File: src/design/gsmc_pkg.sv
// Constants and types shared by the measure cycle sequencer and its filter
package gsmc_pkg;
   // Clock
   localparam int CLK_PERIOD_NS = 10;
   localparam int NS_PER_MS = 1000000;
   // Power-on to first valid data-ready, least time
   localparam int T_FIRST_MS = 800;
   localparam int FIRST_CYC = (T_FIRST_MS * NS_PER_MS + CLK_PERIOD_NS - 1)
                              / CLK_PERIOD_NS;
   // Data-ready low after power-on, longest time
   localparam int T_LOW_MAX_MS = 100;
   localparam int LOW_MAX_CYC = (T_LOW_MAX_MS * NS_PER_MS) / CLK_PERIOD_NS;
   // Data-ready high width, 16.5 ms held in tenths of a millisecond
   localparam int T_PULSE_MS_X10 = 165;
   localparam int PULSE_CYC = (T_PULSE_MS_X10 * (NS_PER_MS / 10))
                              / CLK_PERIOD_NS;
   // Measurement period, 0.5 s held in milliseconds
   localparam int T_PERIOD_MS = 500;
   localparam int PERIOD_CYC = (T_PERIOD_MS * NS_PER_MS) / CLK_PERIOD_NS;
   // UART bit time at the fixed rate
   localparam int UART_BAUD = 9600;
   localparam int BAUD_CYC = (1000000000 / CLK_PERIOD_NS) / UART_BAUD;
   // Zero-point targets and range, in ppm
   localparam int DATA_W = 16;
   localparam logic [15:0] FRESH_REF_RST = 16'h0190;
   localparam logic [15:0] KNOWN_REF_RST = 16'h0000;
   localparam logic [15:0] N2_TARGET = 16'h0000;
   localparam logic [15:0] FULL_SCALE_DEF = 16'h07D0;
   // Filter setting width and reset value
   localparam int FILT_W = 4;
   localparam logic [3:0] FILT_RST = 4'h4;
   // Cycles that the select pin needs through its synchroniser
   localparam logic [1:0] SEL_CAPTURE_AT = 2'h3;

   typedef enum logic [2:0] {
      GSMC_RD_FILT,
      GSMC_RD_RAW,
      GSMC_WR_KNOWN,
      GSMC_WR_FRESH,
      GSMC_WR_FILT,
      GSMC_ZERO_KNOWN,
      GSMC_ZERO_N2,
      GSMC_ZERO_FRESH
   } gsmc_cmd_t;
endpackage : gsmc_pkg

File: src/design/gsmc_filt_if.sv
// Carrier between the sequencer and the measurement filter
interface gsmc_filt_if;
   logic sample_stb;
   logic [15:0] sample;
   logic [15:0] zero_pt;
   logic [3:0] setting;
   logic done;
   logic [15:0] raw_out;
   logic [15:0] filt_out;
   modport seq (output sample_stb, sample, zero_pt, setting,
                input done, raw_out, filt_out);
   modport filt (input sample_stb, sample, zero_pt, setting,
                 output done, raw_out, filt_out);
endinterface : gsmc_filt_if

File: src/design/gsmc_filter.sv
// Zero correction and selectable low-pass filter of each measurement
module gsmc_filter (
   input wire logic clock,
   input wire logic reset_n,
   gsmc_filt_if.filt fi
);
   import gsmc_pkg::*;

   logic [15:0] raw_r, raw_nxt;
   logic [15:0] filt_r, filt_nxt;
   logic done_r, done_nxt;
   logic primed_r, primed_nxt;
   logic signed [17:0] corr;
   logic signed [17:0] diff;

   ////////////////////////////////////////////////////////////////////////
   // Next values; a larger setting is a longer shift, less noise, slower
   always_comb begin
      raw_nxt = raw_r;
      filt_nxt = filt_r;
      primed_nxt = primed_r;
      done_nxt = 1'b0;
      corr = $signed({2'b00, fi.sample}) - $signed({2'b00, fi.zero_pt});
      if (corr < 0) begin
         corr = '0;
      end
      diff = corr - $signed({2'b00, filt_r});
      if (fi.sample_stb) begin
         raw_nxt = corr[15:0];
         done_nxt = 1'b1;
         primed_nxt = 1'b1;
         // First sample seeds the filter so it does not ramp from zero
         if (!primed_r) begin
            filt_nxt = corr[15:0];
         end else begin
            filt_nxt = 16'(filt_r + 16'(diff >>> fi.setting));
         end
      end
   end

   // Registers
   always_ff @(posedge clock) begin
      if (!reset_n) begin
         raw_r <= 16'h0000;
         filt_r <= 16'h0000;
         done_r <= 1'b0;
         primed_r <= 1'b0;
      end else begin
         raw_r <= raw_nxt;
         filt_r <= filt_nxt;
         done_r <= done_nxt;
         primed_r <= primed_nxt;
      end
   end

   assign fi.raw_out = raw_r;
   assign fi.filt_out = filt_r;
   assign fi.done = done_r;
endmodule : gsmc_filter

File: src/design/gsmc_top.sv
// Gas sensor measurement cycle, data-ready pacing and host gating
// Function
// - Sample select pin once after reset: low means I2C, else UART.
// - Measurements start by themselves after reset with current settings.
// - Host requests taken only after the first data-ready pulse ends.
// - First valid data-ready comes no sooner than 800 ms after reset.
// - Data-ready is low within 100 ms of reset.
// - Each data-ready pulse stays high 16.5 ms.
// - Host requests ignored while data-ready is high; host uses low time.
// - Measure every 0.5 s, refresh result, pulse data-ready each period.
// - UART mode bit rate fixed at 9600 baud.
// - First data-ready delay grows with the filter setting.
// - Filtered output uses a selectable low-pass setting.
// - Raw unfiltered result is also readable.
// - Only the latest zero point is kept, whatever method set it.
// - Nitrogen zero assumes zero ppm.
// - Fresh-air zero uses reference defaulting to 400 ppm, writable.
module gsmc_top #(
   parameter int FIRST_CYCLES = gsmc_pkg::FIRST_CYC,
   parameter int PERIOD_CYCLES = gsmc_pkg::PERIOD_CYC,
   parameter int PULSE_CYCLES = gsmc_pkg::PULSE_CYC,
   parameter int BAUD_CYCLES = gsmc_pkg::BAUD_CYC,
   parameter logic [15:0] FULL_SCALE = gsmc_pkg::FULL_SCALE_DEF
) (
   input wire logic clock,
   input wire logic reset_n,
   input wire logic iface_sel_pin,
   input wire logic [15:0] sensor_sample,
   input wire logic host_req,
   input wire gsmc_pkg::gsmc_cmd_t host_cmd,
   input wire logic [15:0] host_wdata,
   output logic data_ready,
   output logic i2c_mode,
   output logic host_ack,
   output logic host_ignored,
   output logic [15:0] host_rdata,
   output logic baud_tick,
   output logic [15:0] zero_point,
   output logic [3:0] filter_setting
);
   import gsmc_pkg::*;

   typedef enum {RDY_BOOT, RDY_LOW, RDY_HIGH} gsmc_rdy_t;

   gsmc_filt_if fi ();
   gsmc_filter u_filter (
      .clock(clock),
      .reset_n(reset_n),
      .fi(fi)
   );

   gsmc_rdy_t st_r, st_nxt;
   logic sel_s1_r, sel_s2_r;
   logic [1:0] sel_cnt_r, sel_cnt_nxt;
   logic i2c_r, i2c_nxt;
   logic [31:0] per_cnt_r, per_cnt_nxt;
   logic [31:0] up_cnt_r, up_cnt_nxt;
   logic [31:0] pulse_cnt_r, pulse_cnt_nxt;
   logic [31:0] baud_cnt_r, baud_cnt_nxt;
   logic baud_r, baud_nxt;
   logic [3:0] meas_n_r, meas_n_nxt;
   logic [15:0] last_sample_r, last_sample_nxt;
   logic [15:0] zero_r, zero_nxt;
   logic [15:0] known_r, known_nxt;
   logic [15:0] fresh_r, fresh_nxt;
   logic [3:0] filt_set_r, filt_set_nxt;
   logic [15:0] rdata_r, rdata_nxt;
   logic ack_r, ack_nxt;
   logic ign_r, ign_nxt;
   logic meas_stb;
   logic accept;

   ////////////////////////////////////////////////////////////////////////
   // Select pin synchroniser; first stage feeds only the second
   always_ff @(posedge clock) begin
      if (!reset_n) begin
         sel_s1_r <= 1'b1;
         sel_s2_r <= 1'b1;
      end else begin
         sel_s1_r <= iface_sel_pin;
         sel_s2_r <= sel_s1_r;
      end
   end

   // Port mode caught once, after the synchroniser has filled
   always_comb begin
      sel_cnt_nxt = sel_cnt_r;
      i2c_nxt = i2c_r;
      if (sel_cnt_r != SEL_CAPTURE_AT) begin
         sel_cnt_nxt = 2'(sel_cnt_r + 2'h1);
         if (sel_cnt_r == 2'(SEL_CAPTURE_AT - 2'h1)) begin
            i2c_nxt = !sel_s2_r;
         end
      end
   end

   ////////////////////////////////////////////////////////////////////////
   // Free-running measurement period and power-on elapsed time
   always_comb begin
      meas_stb = 1'b0;
      per_cnt_nxt = 32'(per_cnt_r + 32'h1);
      if (per_cnt_r == 32'(PERIOD_CYCLES - 1)) begin
         per_cnt_nxt = 32'h0;
         meas_stb = 1'b1;
      end
      up_cnt_nxt = up_cnt_r;
      if (up_cnt_r < 32'(FIRST_CYCLES)) begin
         up_cnt_nxt = 32'(up_cnt_r + 32'h1);
      end
      meas_n_nxt = meas_n_r;
      if (meas_stb && meas_n_r != 4'hF) begin
         meas_n_nxt = 4'(meas_n_r + 4'h1);
      end
      last_sample_nxt = meas_stb ? sensor_sample : last_sample_r;
   end

   ////////////////////////////////////////////////////////////////////////
   // Data-ready sequencer; output is low from reset on
   always_comb begin
      st_nxt = st_r;
      pulse_cnt_nxt = 32'h0;
      unique case (st_r)
         RDY_BOOT: begin
            // Filter must have settled over 'setting' samples as well
            if (fi.done && up_cnt_r >= 32'(FIRST_CYCLES)
                && meas_n_r >= filt_set_r) begin
               st_nxt = RDY_HIGH;
            end
         end
         RDY_LOW: begin
            if (fi.done) begin
               st_nxt = RDY_HIGH;
            end
         end
         RDY_HIGH: begin
            pulse_cnt_nxt = 32'(pulse_cnt_r + 32'h1);
            if (pulse_cnt_r == 32'(PULSE_CYCLES - 1)) begin
               st_nxt = RDY_LOW;
            end
         end
      endcase
   end

   ////////////////////////////////////////////////////////////////////////
   // Host requests, only in the low time after the first pulse
   assign accept = host_req && st_r == RDY_LOW;

   always_comb begin
      zero_nxt = zero_r;
      known_nxt = known_r;
      fresh_nxt = fresh_r;
      filt_set_nxt = filt_set_r;
      rdata_nxt = rdata_r;
      ack_nxt = accept;
      ign_nxt = host_req && !accept;
      if (accept) begin
         unique case (host_cmd)
            GSMC_RD_FILT: rdata_nxt = fi.filt_out;
            GSMC_RD_RAW: rdata_nxt = fi.raw_out;
            GSMC_WR_KNOWN: known_nxt = host_wdata;
            GSMC_WR_FRESH: begin
               // Out-of-range reference is clipped to full scale
               fresh_nxt = (host_wdata > FULL_SCALE) ? FULL_SCALE
                                                    : host_wdata;
            end
            GSMC_WR_FILT: filt_set_nxt = host_wdata[3:0];
            // Each zero overwrites the previous one outright
            GSMC_ZERO_KNOWN: zero_nxt = 16'(last_sample_r - known_r);
            GSMC_ZERO_N2: zero_nxt = 16'(last_sample_r - N2_TARGET);
            GSMC_ZERO_FRESH: zero_nxt = 16'(last_sample_r - fresh_r);
         endcase
      end
   end

   ////////////////////////////////////////////////////////////////////////
   // Fixed UART bit clock, running only in UART mode
   always_comb begin
      baud_nxt = 1'b0;
      baud_cnt_nxt = 32'h0;
      if (!i2c_r && sel_cnt_r == SEL_CAPTURE_AT) begin
         baud_cnt_nxt = 32'(baud_cnt_r + 32'h1);
         if (baud_cnt_r == 32'(BAUD_CYCLES - 1)) begin
            baud_cnt_nxt = 32'h0;
            baud_nxt = 1'b1;
         end
      end
   end

   ////////////////////////////////////////////////////////////////////////
   // State registers
   always_ff @(posedge clock) begin
      if (!reset_n) begin
         sel_cnt_r <= 2'h0;
         i2c_r <= 1'b0;
         per_cnt_r <= 32'h0;
         up_cnt_r <= 32'h0;
         meas_n_r <= 4'h0;
         last_sample_r <= 16'h0000;
         st_r <= RDY_BOOT;
         pulse_cnt_r <= 32'h0;
         zero_r <= 16'h0000;
         known_r <= KNOWN_REF_RST;
         fresh_r <= FRESH_REF_RST;
         filt_set_r <= FILT_RST;
         rdata_r <= 16'h0000;
         ack_r <= 1'b0;
         ign_r <= 1'b0;
         baud_cnt_r <= 32'h0;
         baud_r <= 1'b0;
      end else begin
         sel_cnt_r <= sel_cnt_nxt;
         i2c_r <= i2c_nxt;
         per_cnt_r <= per_cnt_nxt;
         up_cnt_r <= up_cnt_nxt;
         meas_n_r <= meas_n_nxt;
         last_sample_r <= last_sample_nxt;
         st_r <= st_nxt;
         pulse_cnt_r <= pulse_cnt_nxt;
         zero_r <= zero_nxt;
         known_r <= known_nxt;
         fresh_r <= fresh_nxt;
         filt_set_r <= filt_set_nxt;
         rdata_r <= rdata_nxt;
         ack_r <= ack_nxt;
         ign_r <= ign_nxt;
         baud_cnt_r <= baud_cnt_nxt;
         baud_r <= baud_nxt;
      end
   end

   // Filter feed and outputs
   assign fi.sample_stb = meas_stb;
   assign fi.sample = sensor_sample;
   assign fi.zero_pt = zero_r;
   assign fi.setting = filt_set_r;
   assign data_ready = (st_r == RDY_HIGH);
   assign i2c_mode = i2c_r;
   assign host_ack = ack_r;
   assign host_ignored = ign_r;
   assign host_rdata = rdata_r;
   assign baud_tick = baud_r;
   assign zero_point = zero_r;
   assign filter_setting = filt_set_r;
endmodule : gsmc_top

File: config.mk
export PLATFORM = sky130hd
export DESIGN_NAME = gsmc_top
export DESIGN_NICKNAME = d
export VERILOG_FILES = /design/src/design/gsmc_pkg.sv /design/src/design/gsmc_filt_if.sv /design/src/design/gsmc_filter.sv /design/src/design/gsmc_top.sv
export SDC_FILE = /design/constraint.sdc
export NUM_CORES = 1
export LEC_CHECK = 0
export BUFFER_PORTS_ARGS = -buffer_cell sky130_fd_sc_hd__buf_2
export CAP_MARGIN = 25
export CORE_MARGIN = 3
export CORE_UTILIZATION = 50
export DETAILED_ROUTE_END_ITERATION = 16
export PLACE_DENSITY = 0.67
export SLEW_MARGIN = 20
export SYNTH_ARGS = -nofsm -noshare
export SYNTH_HDL_FRONTEND = slang
export SYNTH_HIERARCHICAL = 1
export SYNTH_SLANG_ARGS = --single-unit
File: constraint.sdc
create_clock -name clock -period 9.09 [get_ports clock]
set_clock_uncertainty 0.1 [all_clocks]
set_input_delay 1.3635 -clock clock [delete_from_list [all_inputs] [get_ports clock]]
set_output_delay 1.3635 -clock clock [all_outputs]
set_load 0.1 [all_outputs]
==> impl_metrics.py <==
metrics = {
    "status": {
        "outcome": "finished, final reports clean",
    },
    "yosys": {
        "syn_nets": 1937,
        "synth_area_leaders": "dfxtp_1 (35%), ha_1 (6.3%), nor2_1 (5.8%)",
        "ys_ff_latch": 260,
        "synth_area_per_cell_um2": 8.19,
        "syn_area_um2": 14900,
        "synth_async_sr_flop_share": 0,
        "yosysWarnings": 6,
        "synth_ff_type": "dfxtp_1",
        "synth-edff-count": 0,
        "syn_inst": 1819,
        "yosys.area.top_type_share": 0.349,
        "synth_most_common_cell": "dfxtp_1",
        "synth_common_cells": "dfxtp_1 (260), nor2_1 (231), nand2_1 (137)",
        "synth_area_leader_cell": "dfxtp_1",
        "ys_seq_area_frac": 0.349,
        "yosysUniqueCellTypes": 88,
    },
    "sta": {
        "slew_violations": 0,
        "setup_tns_ns": 0,
        "finalCritPeriodShare": 0.914,
        "tightest_slew_ns": 0.978,
        "slew_headroom": 0.346,
        "setup_slack_ns": 0.779,
        "post-route-min-period_ns": 8.31,
        "rsz0062_at_grt": "no",
        "setup_violations": 0,
        "max_freq_ghz": 0.120,
        "hold_viol": 0,
    },
    "die": {
        "fp-row-count": 62,
        "ios": 80,
        "die-area_um2": 31900,
        "fp.dieW_um": 179,
        "dieHeight_um": 179,
        "design.core.area_um2": 29000,
        "floorplan.initialDensity": 0.513,
    },
    "placed_design": {
        "dp_hpwl_um": 27000,
        "place_congestion": 0.950,
        "dp_cells": 2214,
        "port_buffers": 79,
        "dpl_worst_slack_ns": 0.414,
    },
    "final_layout": {
        "area_growth_pct": 10.9,
        "final_cells": 2269,
        "n_antenna_cell": 0,
        "fin_nets": 1981,
        "final_layout_size_suffix_gt1_frac": 0.103,
    },
    "clock_tree": {
        "hold_buffers": 0,
        "clock_sinks": 260,
        "clkLatencyLatePin_ns": 0.57,
        "clockBufferDepth": 3,
        "cts_tree": "done",
        "h-tree-depth": 1,
        "cts_buffers": 29,
        "post_cts_buffers": 0,
        "ctsResizeCount": 0,
        "root_buffer": "clkbuf_16",
        "cts.reportedPaths.clkPinSlew_ns": 0.06,
    },
    "route": {
        "ant_nets": 0,
        "route.detailed.wl_per_inst_um": 16.2,
        "drt_iter0_markers": 857,
        "num_vias": 12946,
        "drt_pass1_iterations": 5,
        "avgViaCountPerCell": 5.71,
        "routed_wl_um": 36700,
        "drc": 0,
    },
    "grt": {
        "grt_max_degree": 84,
        "grt_util_all_layers": 0.228,
        "grt_pass1_wl_um": 60100,
        "grt_pass1_vias": 12127,
        "grt_overflow_total": 0,
        "grt_antenna_before_repair": 1,
    },
    "power": {
        "power_density_nw_per_um2": 161,
        "vdd_drop_max_mv": 0.156,
        "p_leak_nw": 6.47,
    },
    "worst_setup_path": {
        "slowest_stage": "o41ai_1",
        "cpPeakStageDelay_ns": 0.48,
        "r2r_slack_ns": 1.31,
        "path_max_fanout": 22,
        "critical_path.startpoint_type": "input port",
        "endpoint_kind": "flip-flop",
        "worstSetupPathType": "in -> reg",
        "cp.required_ns": 9.48,
        "critical_path_arrival_ns": 8.70,
    },
    "min_path": {
        "hp-class": "reg -> reg",
    },
    "run": {
        "cap_violations": 0,
    },
}
-- per-layer routing --
| metal | share of wire | global-route usage |
|---|---|---|
| met1 | 0.47 | 0.306 |
| met2 | 0.45 | 0.376 |
| met3 | 0.050 | 0.0368 |
| met4 | 0.031 | 0.0711 |
| met5 | 0.00030 | 0 |
-- path summary, 6_finish.rpt --
check / to / depth (start not counted) / startpoint
max: u_filter/fi.filt_out[14]$_SDFFE_PN0P_ / 32 / sensor_sample[0]
min: i2c_mode$_SDFFE_PN0P_ / 1 / sel_s2_r$_SDFF_PN1_
max reg2reg: u_filter/fi.filt_out[14]$_SDFFE_PN0P_ / 30 / zero_point[2]$_SDFFE_PN0P_
min reg2reg: i2c_mode$_SDFFE_PN0P_ / 1 / sel_s2_r$_SDFF_PN1_
-- cell families after synthesis --
family / synth area share
AOI/OAI and AO/OA: 0.167
xor gates and xnor gates: 0.0828
adders and majority gates: 0.0684
buffers and inverters: 0.0409
DFF: 0.349
muxes: 0.0533
and+or+nand+nor: 0.238
-- registers in the layout (all words and copies together) (netlist names), 2 cells and up --
name and cells:
baud_cnt_r 32, per_cnt_r 32, pulse_cnt_r 32, up_cnt_r 32, fresh_r 16, host_rdata 16, known_r 16, last_sample_r 16
u_filter/fi.filt_out 16, u_filter/fi.raw_out 16, zero_point 16, filter_setting 4, meas_n_r 4, sel_cnt_r 2, st_r 2
-- critical path, delay by kind of cell --
family	cells	cell delay [ns]
mux	3	0.75
simple gates	4	0.54
buf+inv	3	0.51
compound gates	18	4.25
fa+ha+maj	4	1.30
-- final cells by class --
cell class                 count  area, um^2
timing repair buffer          97         542
clock buffer                  40         817
clock inverter                13        91.3
multi-input combinational   1402        9110
fill                        2721       12500
sequential                   260        5200
tap                          384         480
inverter                      73         275
-- stage by stage --
stage	cell area, um^2	hold WS [ns]	power (W)	util
finish	16500	0.286	0.00266	0.569
global route	16500	0.334	0.00278	0.569
CTS	16500	0.306	0.00269	0.568
detailed placement	15600	0.296	0.00157	0.537
global placement	15600	0.293	0.00157	0.537
floorplan	14900	0.286	0.00148	-
-- power breakdown --
| part | switching, W | internal (W) | leakage, nW |
|---|---|---|---|
| combinational | 0.000243 | 0.000162 | 3.92 |
| sequential | 0.00000469 | 0.00115 | 2.10 |
| clock | 0.000478 | 0.000631 | 0.446 |
| total | 0.000726 | 0.00194 | 6.47 |
-- layout by cell type (no fill, tap or decap), types with 54 or more instances in the layout --
| cell | count |
|---|---|
| inv_1 | 69 |
| ha_1 | 75 |
| buf_2 | 79 |
| nand3_1 | 69 |
| dfxtp_1 | 260 |
| xnor2_1 | 54 |
| nand2_1 | 137 |
| a21oi_1 | 128 |
| xor2_1 | 85 |
| o21ai_0 | 80 |
| nor2_1 | 231 |
| mux2i_1 | 67 |
| nor3_1 | 56 |
Power figures use the tool's default switching activity.
